## src/logic/abu_defs.vh

```
// Constants for the address breakpoint unit.
// Assumes an Avalon-MM byte address of ABU_AW bits, one 32-bit word each.
`ifndef ABU_DEFS_VH
`define ABU_DEFS_VH

// ----------------------------------------
// Register byte offsets
// ----------------------------------------
`define ABU_AW        5
`define ABU_OFS_SCR   5'h00
`define ABU_OFS_ADH   5'h04
`define ABU_OFS_ADL   5'h08
`define ABU_OFS_AUX   5'h0c
`define ABU_OFS_WST   5'h10
`define ABU_OFS_FCR   5'h14

// ----------------------------------------
// Field positions
// ----------------------------------------
`define ABU_SCR_EN    7
`define ABU_SCR_ACT   6
`define ABU_AUX_WDOFF 0
`define ABU_WST_EXIT  1
`define ABU_FCR_CLREN 7

// ----------------------------------------
// Reset values
// ----------------------------------------
`define ABU_RST_BYTE  8'h00
`define ABU_RST_BIT   1'b0
`define ABU_ZERO_HI   24'h000000

`endif

```

## src/logic/abu_top.v

```verilog
// Address breakpoint unit: registers, break sequencing and outputs.
// Assumes the CPU core and system integration logic share sys_clk_i.
// Register bytes travel in lane 0 of each 32-bit bus word.
//
// Notes on behaviour
// - Enabled full 16-bit address equality requests break
// - Match enable bit 7, read/write, reset clear
// - Hardware sets active flag on address match
// - Software writing 1 to active flag breaks
// - Writing 0 or reset clears active flag
// - Two byte registers form compare address
// - Reset clears both break address bytes
// - Watchdog held off in break when set
// - Flag shows wait mode ended by break
// - Wait exit flag kept only in emulation
// - In break, status clears need enable bit
// - Unit stays enabled through wait and stop
// - No address match in wait or stop; a pending operand break still goes out
// - Match asserts breakpoint request to integration unit
// - Opcode match stops instruction before execution
// - Operand match lets instruction finish first
// - Software break taken before next instruction
`timescale 1ns/1ps

`include "abu_defs.vh"

module abu_top #(
  parameter AW = 16
) (
  // Clock, reset, enable
  input  wire          sys_clk_i,
  input  wire          nrst_i,
  input  wire          clk_en_i,
  // Avalon-MM slave
  input  wire [4:0]    avs_address_i,
  input  wire          avs_read_i,
  input  wire          avs_write_i,
  input  wire [31:0]   avs_writedata_i,
  input  wire [3:0]    avs_byteenable_i,
  output wire [31:0]   avs_readdata_o,
  output wire          avs_waitrequest_o,
  // CPU core
  input  wire [AW-1:0] cpu_addr_i,
  input  wire          cpu_addr_valid_i,
  input  wire          cpu_opcode_fetch_i,
  input  wire          cpu_instr_start_i,
  input  wire          cpu_rti_i,
  // System state
  input  wire          wait_mode_i,
  input  wire          stop_mode_i,
  input  wire          emul_mode_i,
  // System integration
  output wire          breakpoint_request_o,
  output wire          in_break_o,
  output wire          watchdog_timer_hold_o,
  output wire          status_clear_allow_o
);

  // ----------------------------------------
  // Declarations
  // ----------------------------------------
  reg        en_q;
  reg        en_d;
  reg        act_q;
  reg        act_d;
  reg [7:0]  adh_q;
  reg [7:0]  adh_d;
  reg [7:0]  adl_q;
  reg [7:0]  adl_d;
  reg        wdoff_q;
  reg        wdoff_d;
  reg        wexit_q;
  reg        wexit_d;
  reg        clren_q;
  reg        clren_d;
  reg        swpend_q;
  reg        swpend_d;
  reg        argpend_q;
  reg        argpend_d;
  reg        inbrk_q;
  reg        inbrk_d;
  reg [7:0]  rmux;

  wire       wr_fire;
  wire       hit_op;
  wire       hit_arg;
  wire       brk_req;
  wire       clr_ok;
  wire [7:0] wbyte = avs_writedata_i[7:0];

  // ----------------------------------------
  // Write decode
  // ----------------------------------------
  // Registers are one byte wide, so only lane 0 carries a write.
  // A write with lane 0 disabled is dropped as a whole.
  function wsel;
    input [4:0] a;
    input [4:0] o;
    input       fire;
    input       be0;
    begin
      wsel = fire & be0 & (a == o);
    end
  endfunction

  wire wr_scr = wsel(avs_address_i, `ABU_OFS_SCR, wr_fire, avs_byteenable_i[0]);
  wire wr_adh = wsel(avs_address_i, `ABU_OFS_ADH, wr_fire, avs_byteenable_i[0]);
  wire wr_adl = wsel(avs_address_i, `ABU_OFS_ADL, wr_fire, avs_byteenable_i[0]);
  wire wr_aux = wsel(avs_address_i, `ABU_OFS_AUX, wr_fire, avs_byteenable_i[0]);
  wire wr_wst = wsel(avs_address_i, `ABU_OFS_WST, wr_fire, avs_byteenable_i[0]);
  wire wr_fcr = wsel(avs_address_i, `ABU_OFS_FCR, wr_fire, avs_byteenable_i[0]);

  wire sw_brk = wr_scr & wbyte[`ABU_SCR_ACT];
  wire sw_clr = wr_scr & ~wbyte[`ABU_SCR_ACT];

  // ----------------------------------------
  // Bus slave
  // ----------------------------------------
  abu_avs u_avs (
    .sys_clk_i     (sys_clk_i),
    .nrst_i        (nrst_i),
    .clk_en_i      (clk_en_i),
    .read_i        (avs_read_i),
    .write_i       (avs_write_i),
    .rdata_i       (rmux),
    .waitrequest_o (avs_waitrequest_o),
    .readdata_o    (avs_readdata_o),
    .wr_fire_o     (wr_fire)
  );

  // ----------------------------------------
  // Address compare
  // ----------------------------------------
  // Enable is not touched by low power; only the hits are masked.
  abu_cmp #(
    .AW (AW)
  ) u_cmp (
    .addr_i         (cpu_addr_i),
    .addr_valid_i   (cpu_addr_valid_i),
    .opcode_fetch_i (cpu_opcode_fetch_i),
    .low_power_i    (wait_mode_i | stop_mode_i),
    .break_addr_i   ({adh_q, adl_q}),
    .enable_i       (en_q),
    .hit_op_o       (hit_op),
    .hit_arg_o      (hit_arg)
  );

  // ----------------------------------------
  // Break request
  // ----------------------------------------
  // Opcode hits go out at once so the fetched opcode is replaced;
  // operand and software breaks wait for the next instruction.
  // Pending breaks are not masked in low power, so a software break
  // can still end wait mode.
  assign brk_req = clk_en_i & (hit_op |
                   ((swpend_q | argpend_q) & cpu_instr_start_i));

  // ----------------------------------------
  // Outputs to the integration unit
  // ----------------------------------------
  // The watchdog hold is not limited to monitor sessions, so a break
  // taken in any mode keeps the watchdog quiet while it lasts, provided wdoff_q is set.
  assign breakpoint_request_o  = brk_req;
  assign in_break_o            = inbrk_q;
  assign watchdog_timer_hold_o = inbrk_q & wdoff_q;
  assign clr_ok                = ~inbrk_q | clren_q;
  assign status_clear_allow_o  = clr_ok;

  // ----------------------------------------
  // Next state
  // ----------------------------------------
  always @* begin
    en_d      = en_q;
    act_d     = act_q;
    adh_d     = adh_q;
    adl_d     = adl_q;
    wdoff_d   = wdoff_q;
    wexit_d   = wexit_q;
    clren_d   = clren_q;
    swpend_d  = swpend_q;
    argpend_d = argpend_q;
    inbrk_d   = inbrk_q;

    // Register writes land on the edge that ends the bus answer cycle
    if (wr_scr) begin
      en_d = wbyte[`ABU_SCR_EN];
    end
    if (wr_adh) begin
      adh_d = wbyte;
    end
    if (wr_adl) begin
      adl_d = wbyte;
    end
    if (wr_aux) begin
      wdoff_d = wbyte[`ABU_AUX_WDOFF];
    end
    if (wr_fcr) begin
      clren_d = wbyte[`ABU_FCR_CLREN];
    end

    // A held equal address sets the flag again on every valid cycle,
    // so the routine must move the break address before clearing it.
    // Set wins over a clear in the same cycle
    if (hit_op | hit_arg | sw_brk) begin
      act_d = 1'b1;
    end else if (sw_clr) begin
      act_d = 1'b0;
    end

    // A request consumes both pending breaks; a new cause in the same
    // cycle is kept for the next instruction start.
    if (brk_req) begin
      swpend_d  = 1'b0;
      argpend_d = 1'b0;
    end
    if (sw_brk) begin
      swpend_d = 1'b1;
    end
    if (hit_arg) begin
      argpend_d = 1'b1;
    end

    // A request inside the routine is not masked: break state stays
    // set, and only a return with no new request leaves it.
    if (brk_req) begin
      inbrk_d = 1'b1;
    end else if (cpu_rti_i) begin
      inbrk_d = 1'b0;
    end

    // Clears of the wait-exit flag obey the break clear permission,
    // while the routine may always clear the break-active flag.
    // Outside emulation the flag simply holds its value
    if (emul_mode_i) begin
      if (brk_req & wait_mode_i) begin
        wexit_d = 1'b1;
      end else if (wr_wst & ~wbyte[`ABU_WST_EXIT] & clr_ok) begin
        wexit_d = 1'b0;
      end
    end
  end

  // ----------------------------------------
  // State registers
  // ----------------------------------------
  // A low clock enable freezes every register, bus handshake included.
  always @(posedge sys_clk_i or negedge nrst_i) begin
    if (!nrst_i) begin
      en_q      <= `ABU_RST_BIT;
      act_q     <= `ABU_RST_BIT;
      adh_q     <= `ABU_RST_BYTE;
      adl_q     <= `ABU_RST_BYTE;
      wdoff_q   <= `ABU_RST_BIT;
      wexit_q   <= `ABU_RST_BIT;
      clren_q   <= `ABU_RST_BIT;
      swpend_q  <= `ABU_RST_BIT;
      argpend_q <= `ABU_RST_BIT;
      inbrk_q   <= `ABU_RST_BIT;
    end else if (clk_en_i) begin
      en_q      <= en_d;
      act_q     <= act_d;
      adh_q     <= adh_d;
      adl_q     <= adl_d;
      wdoff_q   <= wdoff_d;
      wexit_q   <= wexit_d;
      clren_q   <= clren_d;
      swpend_q  <= swpend_d;
      argpend_q <= argpend_d;
      inbrk_q   <= inbrk_d;
    end
  end

  // ----------------------------------------
  // Read mux
  // ----------------------------------------
  // Unused bits and unmapped offsets read as zero.
  always @* begin
    rmux = `ABU_RST_BYTE;
    case (avs_address_i)
      `ABU_OFS_SCR: begin
        rmux[`ABU_SCR_EN]  = en_q;
        rmux[`ABU_SCR_ACT] = act_q;
      end
      `ABU_OFS_ADH: begin
        rmux = adh_q;
      end
      `ABU_OFS_ADL: begin
        rmux = adl_q;
      end
      `ABU_OFS_AUX: begin
        rmux[`ABU_AUX_WDOFF] = wdoff_q;
      end
      `ABU_OFS_WST: begin
        rmux[`ABU_WST_EXIT] = wexit_q;
      end
      `ABU_OFS_FCR: begin
        rmux[`ABU_FCR_CLREN] = clren_q;
      end
      default: begin
        rmux = `ABU_RST_BYTE;
      end
    endcase
  end

endmodule // abu_top

```

## src/logic/abu_avs.v

```verilog
// Avalon-MM slave handshake for the breakpoint unit.
// Assumes a master that holds its request until waitrequest is low.
`timescale 1ns/1ps

`include "abu_defs.vh"

module abu_avs (
  // Clock and reset
  input  wire        sys_clk_i,
  input  wire        nrst_i,
  input  wire        clk_en_i,
  // Bus request
  input  wire        read_i,
  input  wire        write_i,
  input  wire [7:0]  rdata_i,
  // Bus answer
  output wire        waitrequest_o,
  output wire [31:0] readdata_o,
  output wire        wr_fire_o
);

  reg        ack_q;
  reg [31:0] rdat_q;
  wire       req = read_i | write_i;
  wire       done = ack_q & clk_en_i;

  // ----------------------------------------
  // One wait state on every access
  // ----------------------------------------
  // Read data are sampled in the wait cycle, so an event in the
  // answer cycle shows on the next read only.
  assign waitrequest_o = req & ~done;
  assign wr_fire_o     = write_i & done;
  assign readdata_o    = rdat_q;

  always @(posedge sys_clk_i or negedge nrst_i) begin
    if (!nrst_i) begin
      ack_q  <= `ABU_RST_BIT;
      rdat_q <= {`ABU_ZERO_HI, `ABU_RST_BYTE};
    end else if (clk_en_i) begin
      ack_q <= req & ~ack_q;
      if (read_i & ~ack_q) begin
        rdat_q <= {`ABU_ZERO_HI, rdata_i};
      end
    end
  end

endmodule // abu_avs

```

## src/logic/abu_cmp.v

```verilog
// Address comparator of the breakpoint unit.
// Assumes the CPU marks valid program addresses and opcode fetches.
`timescale 1ns/1ps

module abu_cmp #(
  parameter AW = 16
) (
  // CPU address
  input  wire [AW-1:0] addr_i,
  input  wire          addr_valid_i,
  input  wire          opcode_fetch_i,
  input  wire          low_power_i,
  // Settings
  input  wire [AW-1:0] break_addr_i,
  input  wire          enable_i,
  // Hits
  output wire          hit_op_o,
  output wire          hit_arg_o
);

  // The bus stands still in low power, so a stale equal value
  // there must not fire.
  wire hit = enable_i & addr_valid_i & ~low_power_i &
             (addr_i == break_addr_i);

  assign hit_op_o  = hit & opcode_fetch_i;
  assign hit_arg_o = hit & ~opcode_fetch_i;

endmodule // abu_cmp

```

## config.mk

```make
export PLATFORM = sky130hd
export DESIGN_NAME = abu_top
export DESIGN_NICKNAME = d
export VERILOG_FILES = /design/src/logic/abu_top.v /design/src/logic/abu_avs.v /design/src/logic/abu_cmp.v
export VERILOG_INCLUDE_DIRS = /design/src /design/src/logic
export SDC_FILE = /design/constraint.sdc
export NUM_CORES = 1
export LEC_CHECK = 0
export BUFFER_PORTS_ARGS = -buffer_cell sky130_fd_sc_hd__buf_2
export CORE_ASPECT_RATIO = 1.4
export CORE_MARGIN = 1.5
export CORE_UTILIZATION = 45
export DETAILED_ROUTE_END_ITERATION = 8
export PLACE_DENSITY = 0.81
export SLEW_MARGIN = 20
export SYNTH_ARGS = -nofsm -noshare
export SYNTH_HDL_FRONTEND = slang
export SYNTH_SLANG_ARGS = --single-unit
```

## constraint.sdc

```tcl
create_clock -name sys_clk_i -period 5.75 [get_ports sys_clk_i]
set_clock_uncertainty 0.2 [all_clocks]
set_input_delay 1.15 -clock sys_clk_i [delete_from_list [all_inputs] [get_ports sys_clk_i]]
set_output_delay 1.15 -clock sys_clk_i [all_outputs]
set_load 0.005 [all_outputs]
```

==> flow_summary.json <==
{
  "status": "finished, final reports clean",
  "setup_tns_ns": 0,
  "areaGrowthSynthToFinish_pct": 17.92,
  "dp_hpwl_mm": 3.035,
  "ys_ff_latch": 33,
  "cp_common_cell": "buf_2",
  "cp_slowest_stage_delay_ns": 0.37,
  "cts_setup_buffers": 0,
  "r2r_cells": 5,
  "cp_top_family": "simple AND/OR/NAND/NOR gates",
  "drtIter0Drc": 55,
  "cts.hold.buffers_added": 0,
  "ant_nets": 0,
  "avgRoutedWirePerCell_um": 14.11,
  "synth_cell_types": 39,
  "crit_chain": "buf_2 > xor2_1 > nor4_1 > nand3_1 > nor3_1 > or2_2 > buf_2",
  "cts.htree.levels": 2,
  "startpoint_type": "input pin",
  "required_ns": 4.40,
  "row_count": 27,
  "fp.dieH_um": 79.87,
  "crit_arrival_ns": 2.65,
  "ir_drop_v": 0.0003185,
  "avgViaCountPerCell": 5.135,
  "first_pass_iters": 6,
  "fill_cells": 374,
  "path_clk_slew_ns": 0.07,
  "whs_path_depth": 2,
  "drt-total-wl_mm": 3.880,
  "comb_power_share_pct": 11.3,
  "cts.root.buffer_cell": "clkbuf_8",
  "dpl-instance-area_um2": 2106,
  "dieArea_um2": 4625,
  "worstMarginPinSlew_ns": 0.7535,
  "power_frac_seq_pct": 44.0,
  "cp_max_fo": 4,
  "syn-mean-instance-area_um2": 10.85,
  "drive_gt1_share_pct": 38.36,
  "p_switching_uw": 131.2,
  "maxSlewViolCount": 0,
  "power_density_nw_per_um2": 258.4,
  "crit_path_top_delay_cell": "nor4_1",
  "yosys_warnings": 0,
  "synth-seq-area-share_pct": 43.48,
  "die_w_um": 57.91,
  "via_count": 1412,
  "place.gp.congestion": 0.7919,
  "final_util_pct": 56.18,
  "fin_hold_ws_ns": 0.2771,
  "grt_pass1_wl_mm": 6.203,
  "fmaxAchievable_mhz": 249.8,
  "clock_latency_ns": 0.29,
  "grtUsageTotal_pct": 17.95,
  "maxCapViolations": 0,
  "path_class": "input pin to output port",
  "pin_count": 106,
  "initial_utilization_pct": 47.65,
  "min_period_over_period_pct": 69.63,
  "finalSetupViolCount": 0,
  "post-route-drc-count": 0,
  "r2r_start": "adl_q[0]",
  "maxSlewHeadroom_pct": 49.77,
  "worstHoldStart": "u_avs.readdata_o[2]",
  "syn_area_um2": 1899,
  "power_switching_share_pct": 22.67,
  "grt_start_max_net_pins": 34,
  "numCtsBuffers": 5,
  "clock_path_buffers": 2,
  "timing.final.crit_period_ns": 4.004,
  "fp.coreArea_um2": 3986,
  "cts_tree": "built",
  "grt_overflow": 0,
  "internal_power_uw": 447.5,
  "clock-sinks": 33,
  "portBuffers": 54,
  "end_kind": "output port",
  "finalHoldViolCount": 0,
  "fin_nets": 300,
  "rsz0062_at_grt": "false",
  "n_antenna_cell": 0,
  "hp-class": "flop to flop",
  "clockPowerShare_pct": 44.7,
  "min_to": "u_avs.readdata_o[2]",
  "cts.repair.resized": 0,
  "worstReg2RegEnd": "swpend_q",
  "antenna_found_initial": 0,
  "leakage_uw": 0.001205,
  "critPathBufInv": 2,
  "design_area_um2": 2240,
  "r2r_slack_ns": 3.70,
  "synthCells": 175,
  "grt_pass1_vias": 1355
}
==> through the flow <==
| step | std cells | power (uW) | setup WS [ns] |
|---|---|---|---|
| final | 275 | 578.8 | 1.746 |
| after global routing | 275 | 603.6 | 1.710 |
| after CTS | 275 | 585.8 | 1.771 |
| after detailed placement | 267 | 325.0 | 1.781 |
| after global placement | 267 | 322.3 | 1.804 |
| after floorplan | 198 | 305.2 | 2.310 |
==> worst min-delay path, stage by stage, from the launching register on <==
cell and delay (ns):
dfrtp_1 0.34, nand2_1 0.04, o21ai_0 0.06
==> cell families (layout without fill, tap and decap cells) <==
| family | after synthesis | count (layout) | synth area share, % |
|---|---|---|---|
| compound gates | 25 | 25 | 8.960 |
| xor+xnor | 16 | 16 | 7.378 |
| buf+inv | 31 | 65 | 11.33 |
| flops | 33 | 33 | 43.48 |
| mux | 21 | 21 | 14.03 |
| other cells | 1 | 24 | 0.1974 |
| simple gates | 48 | 48 | 14.63 |
==> layer usage <==
| metal | vias to the layer above | part of all wire (%) | track usage [%] |
|---|---|---|---|
| met5 | - | 0 | 0 |
| met4 | 0 | 1.7 | 6.977 |
| met3 | 6 | 4.8 | 4.376 |
| met2 | 50 | 55 | 32.16 |
| met1 | 673 | 38 | 20.00 |
| li1 | 683 | - | - |
==> power by group through the flow <==
stage	registers [uW]	clock network (uW)	logic, uW
finish	255	259	65.2
global route	256	274	73.4
CTS	255	265	66.1
detailed placement	259	0	65.8
global placement	258	0	63.9
floorplan	256	0	48.9
==> registers in the layout, indices dropped and copies added, names as in the netlist <==
| name | flops |
|---|---|
| argpend_q | 1 |
| act_q | 1 |
| adh_q | 8 |
| in_break_o | 1 |
| wexit_q | 1 |
| swpend_q | 1 |
| adl_q | 8 |
| wdoff_q | 1 |
| u_avs.ack_q | 1 |
| u_avs.readdata_o | 8 |
| clren_q | 1 |
| en_q | 1 |
==> worst max-delay path by stage <==
stage	start	to	depth (start not counted)
after floorplan	cpu_addr_i[15]	breakpoint_request_o	5
after global placement	cpu_addr_i[0]	breakpoint_request_o	7
after detailed placement	cpu_addr_i[0]	breakpoint_request_o	7
after CTS	cpu_addr_i[0]	breakpoint_request_o	7
after global routing	cpu_addr_i[0]	breakpoint_request_o	7
final	cpu_addr_i[0]	breakpoint_request_o	7
==> synthesized netlist by cell type <==
library cell | n | area share, %
nand2b_1 | 2 | 0.66
a22oi_1 | 5 | 2.0
mux2_2 | 13 | 7.7
nor3_1 | 4 | 1.1
nor2_1 | 5 | 0.99
a221oi_1 | 2 | 0.92
a211o_1 | 1 | 0.46
or4_4 | 1 | 0.59
and2_2 | 1 | 0.40
nand2_2 | 1 | 0.33
o221ai_1 | 1 | 0.46
nor4_1 | 4 | 1.3
nor2b_1 | 1 | 0.33
o2bb2ai_1 | 1 | 0.46
o211ai_1 | 1 | 0.40
a21oi_1 | 1 | 0.26
o31ai_1 | 1 | 0.40
nand3_1 | 5 | 1.3
and2_1 | 1 | 0.33
nand3b_1 | 1 | 0.40
conb_1 | 1 | 0.20
or2_2 | 1 | 0.33
nor3b_1 | 1 | 0.40
xor2_1 | 16 | 7.4
a222oi_1 | 1 | 0.53
nand2_8 | 1 | 1.1
nand2_1 | 15 | 3.0
buf_2 | 1 | 0.26
inv_1 | 3 | 0.59
dfrtp_1 | 33 | 43
buf_4 | 25 | 9.9
clkbuf_1 | 1 | 0.20
nor2_8 | 1 | 1.1
o21ai_0 | 10 | 2.6
o41ai_1 | 1 | 0.46
clkbuf_4 | 1 | 0.40
mux2_4 | 8 | 6.3
and4_1 | 1 | 0.46
nand4_1 | 2 | 0.66
==> layout make-up <==
| class | instances | area (um2) | area share [%] |
|---|---|---|---|
| Clock buffer | 5 | 68.82 | 3.073 |
| Clock inverter | 3 | 65.06 | 2.905 |
| Inverter | 3 | 11.26 | 0.5028 |
| Multi-Input combinational cell | 134 | 944.7 | 42.18 |
| Sequential cell | 33 | 825.8 | 36.87 |
| Tap cell | 43 | 53.80 | 2.402 |
| Timing Repair Buffer | 54 | 270.3 | 12.07 |
==> placed cells by master, fill, tap and decap left out, drive strengths merged, types with 3 or more instances in the layout <==
cell / n
a22oi: 5
buf: 54
clkbuf: 5
conb: 24
dfrtp: 33
inv: 3
mux2: 21
nand2: 17
nand3: 5
nor2: 6
nor3: 4
nor4: 4
o21ai: 10
xor2: 16
(Power assumes the default switching activity.)
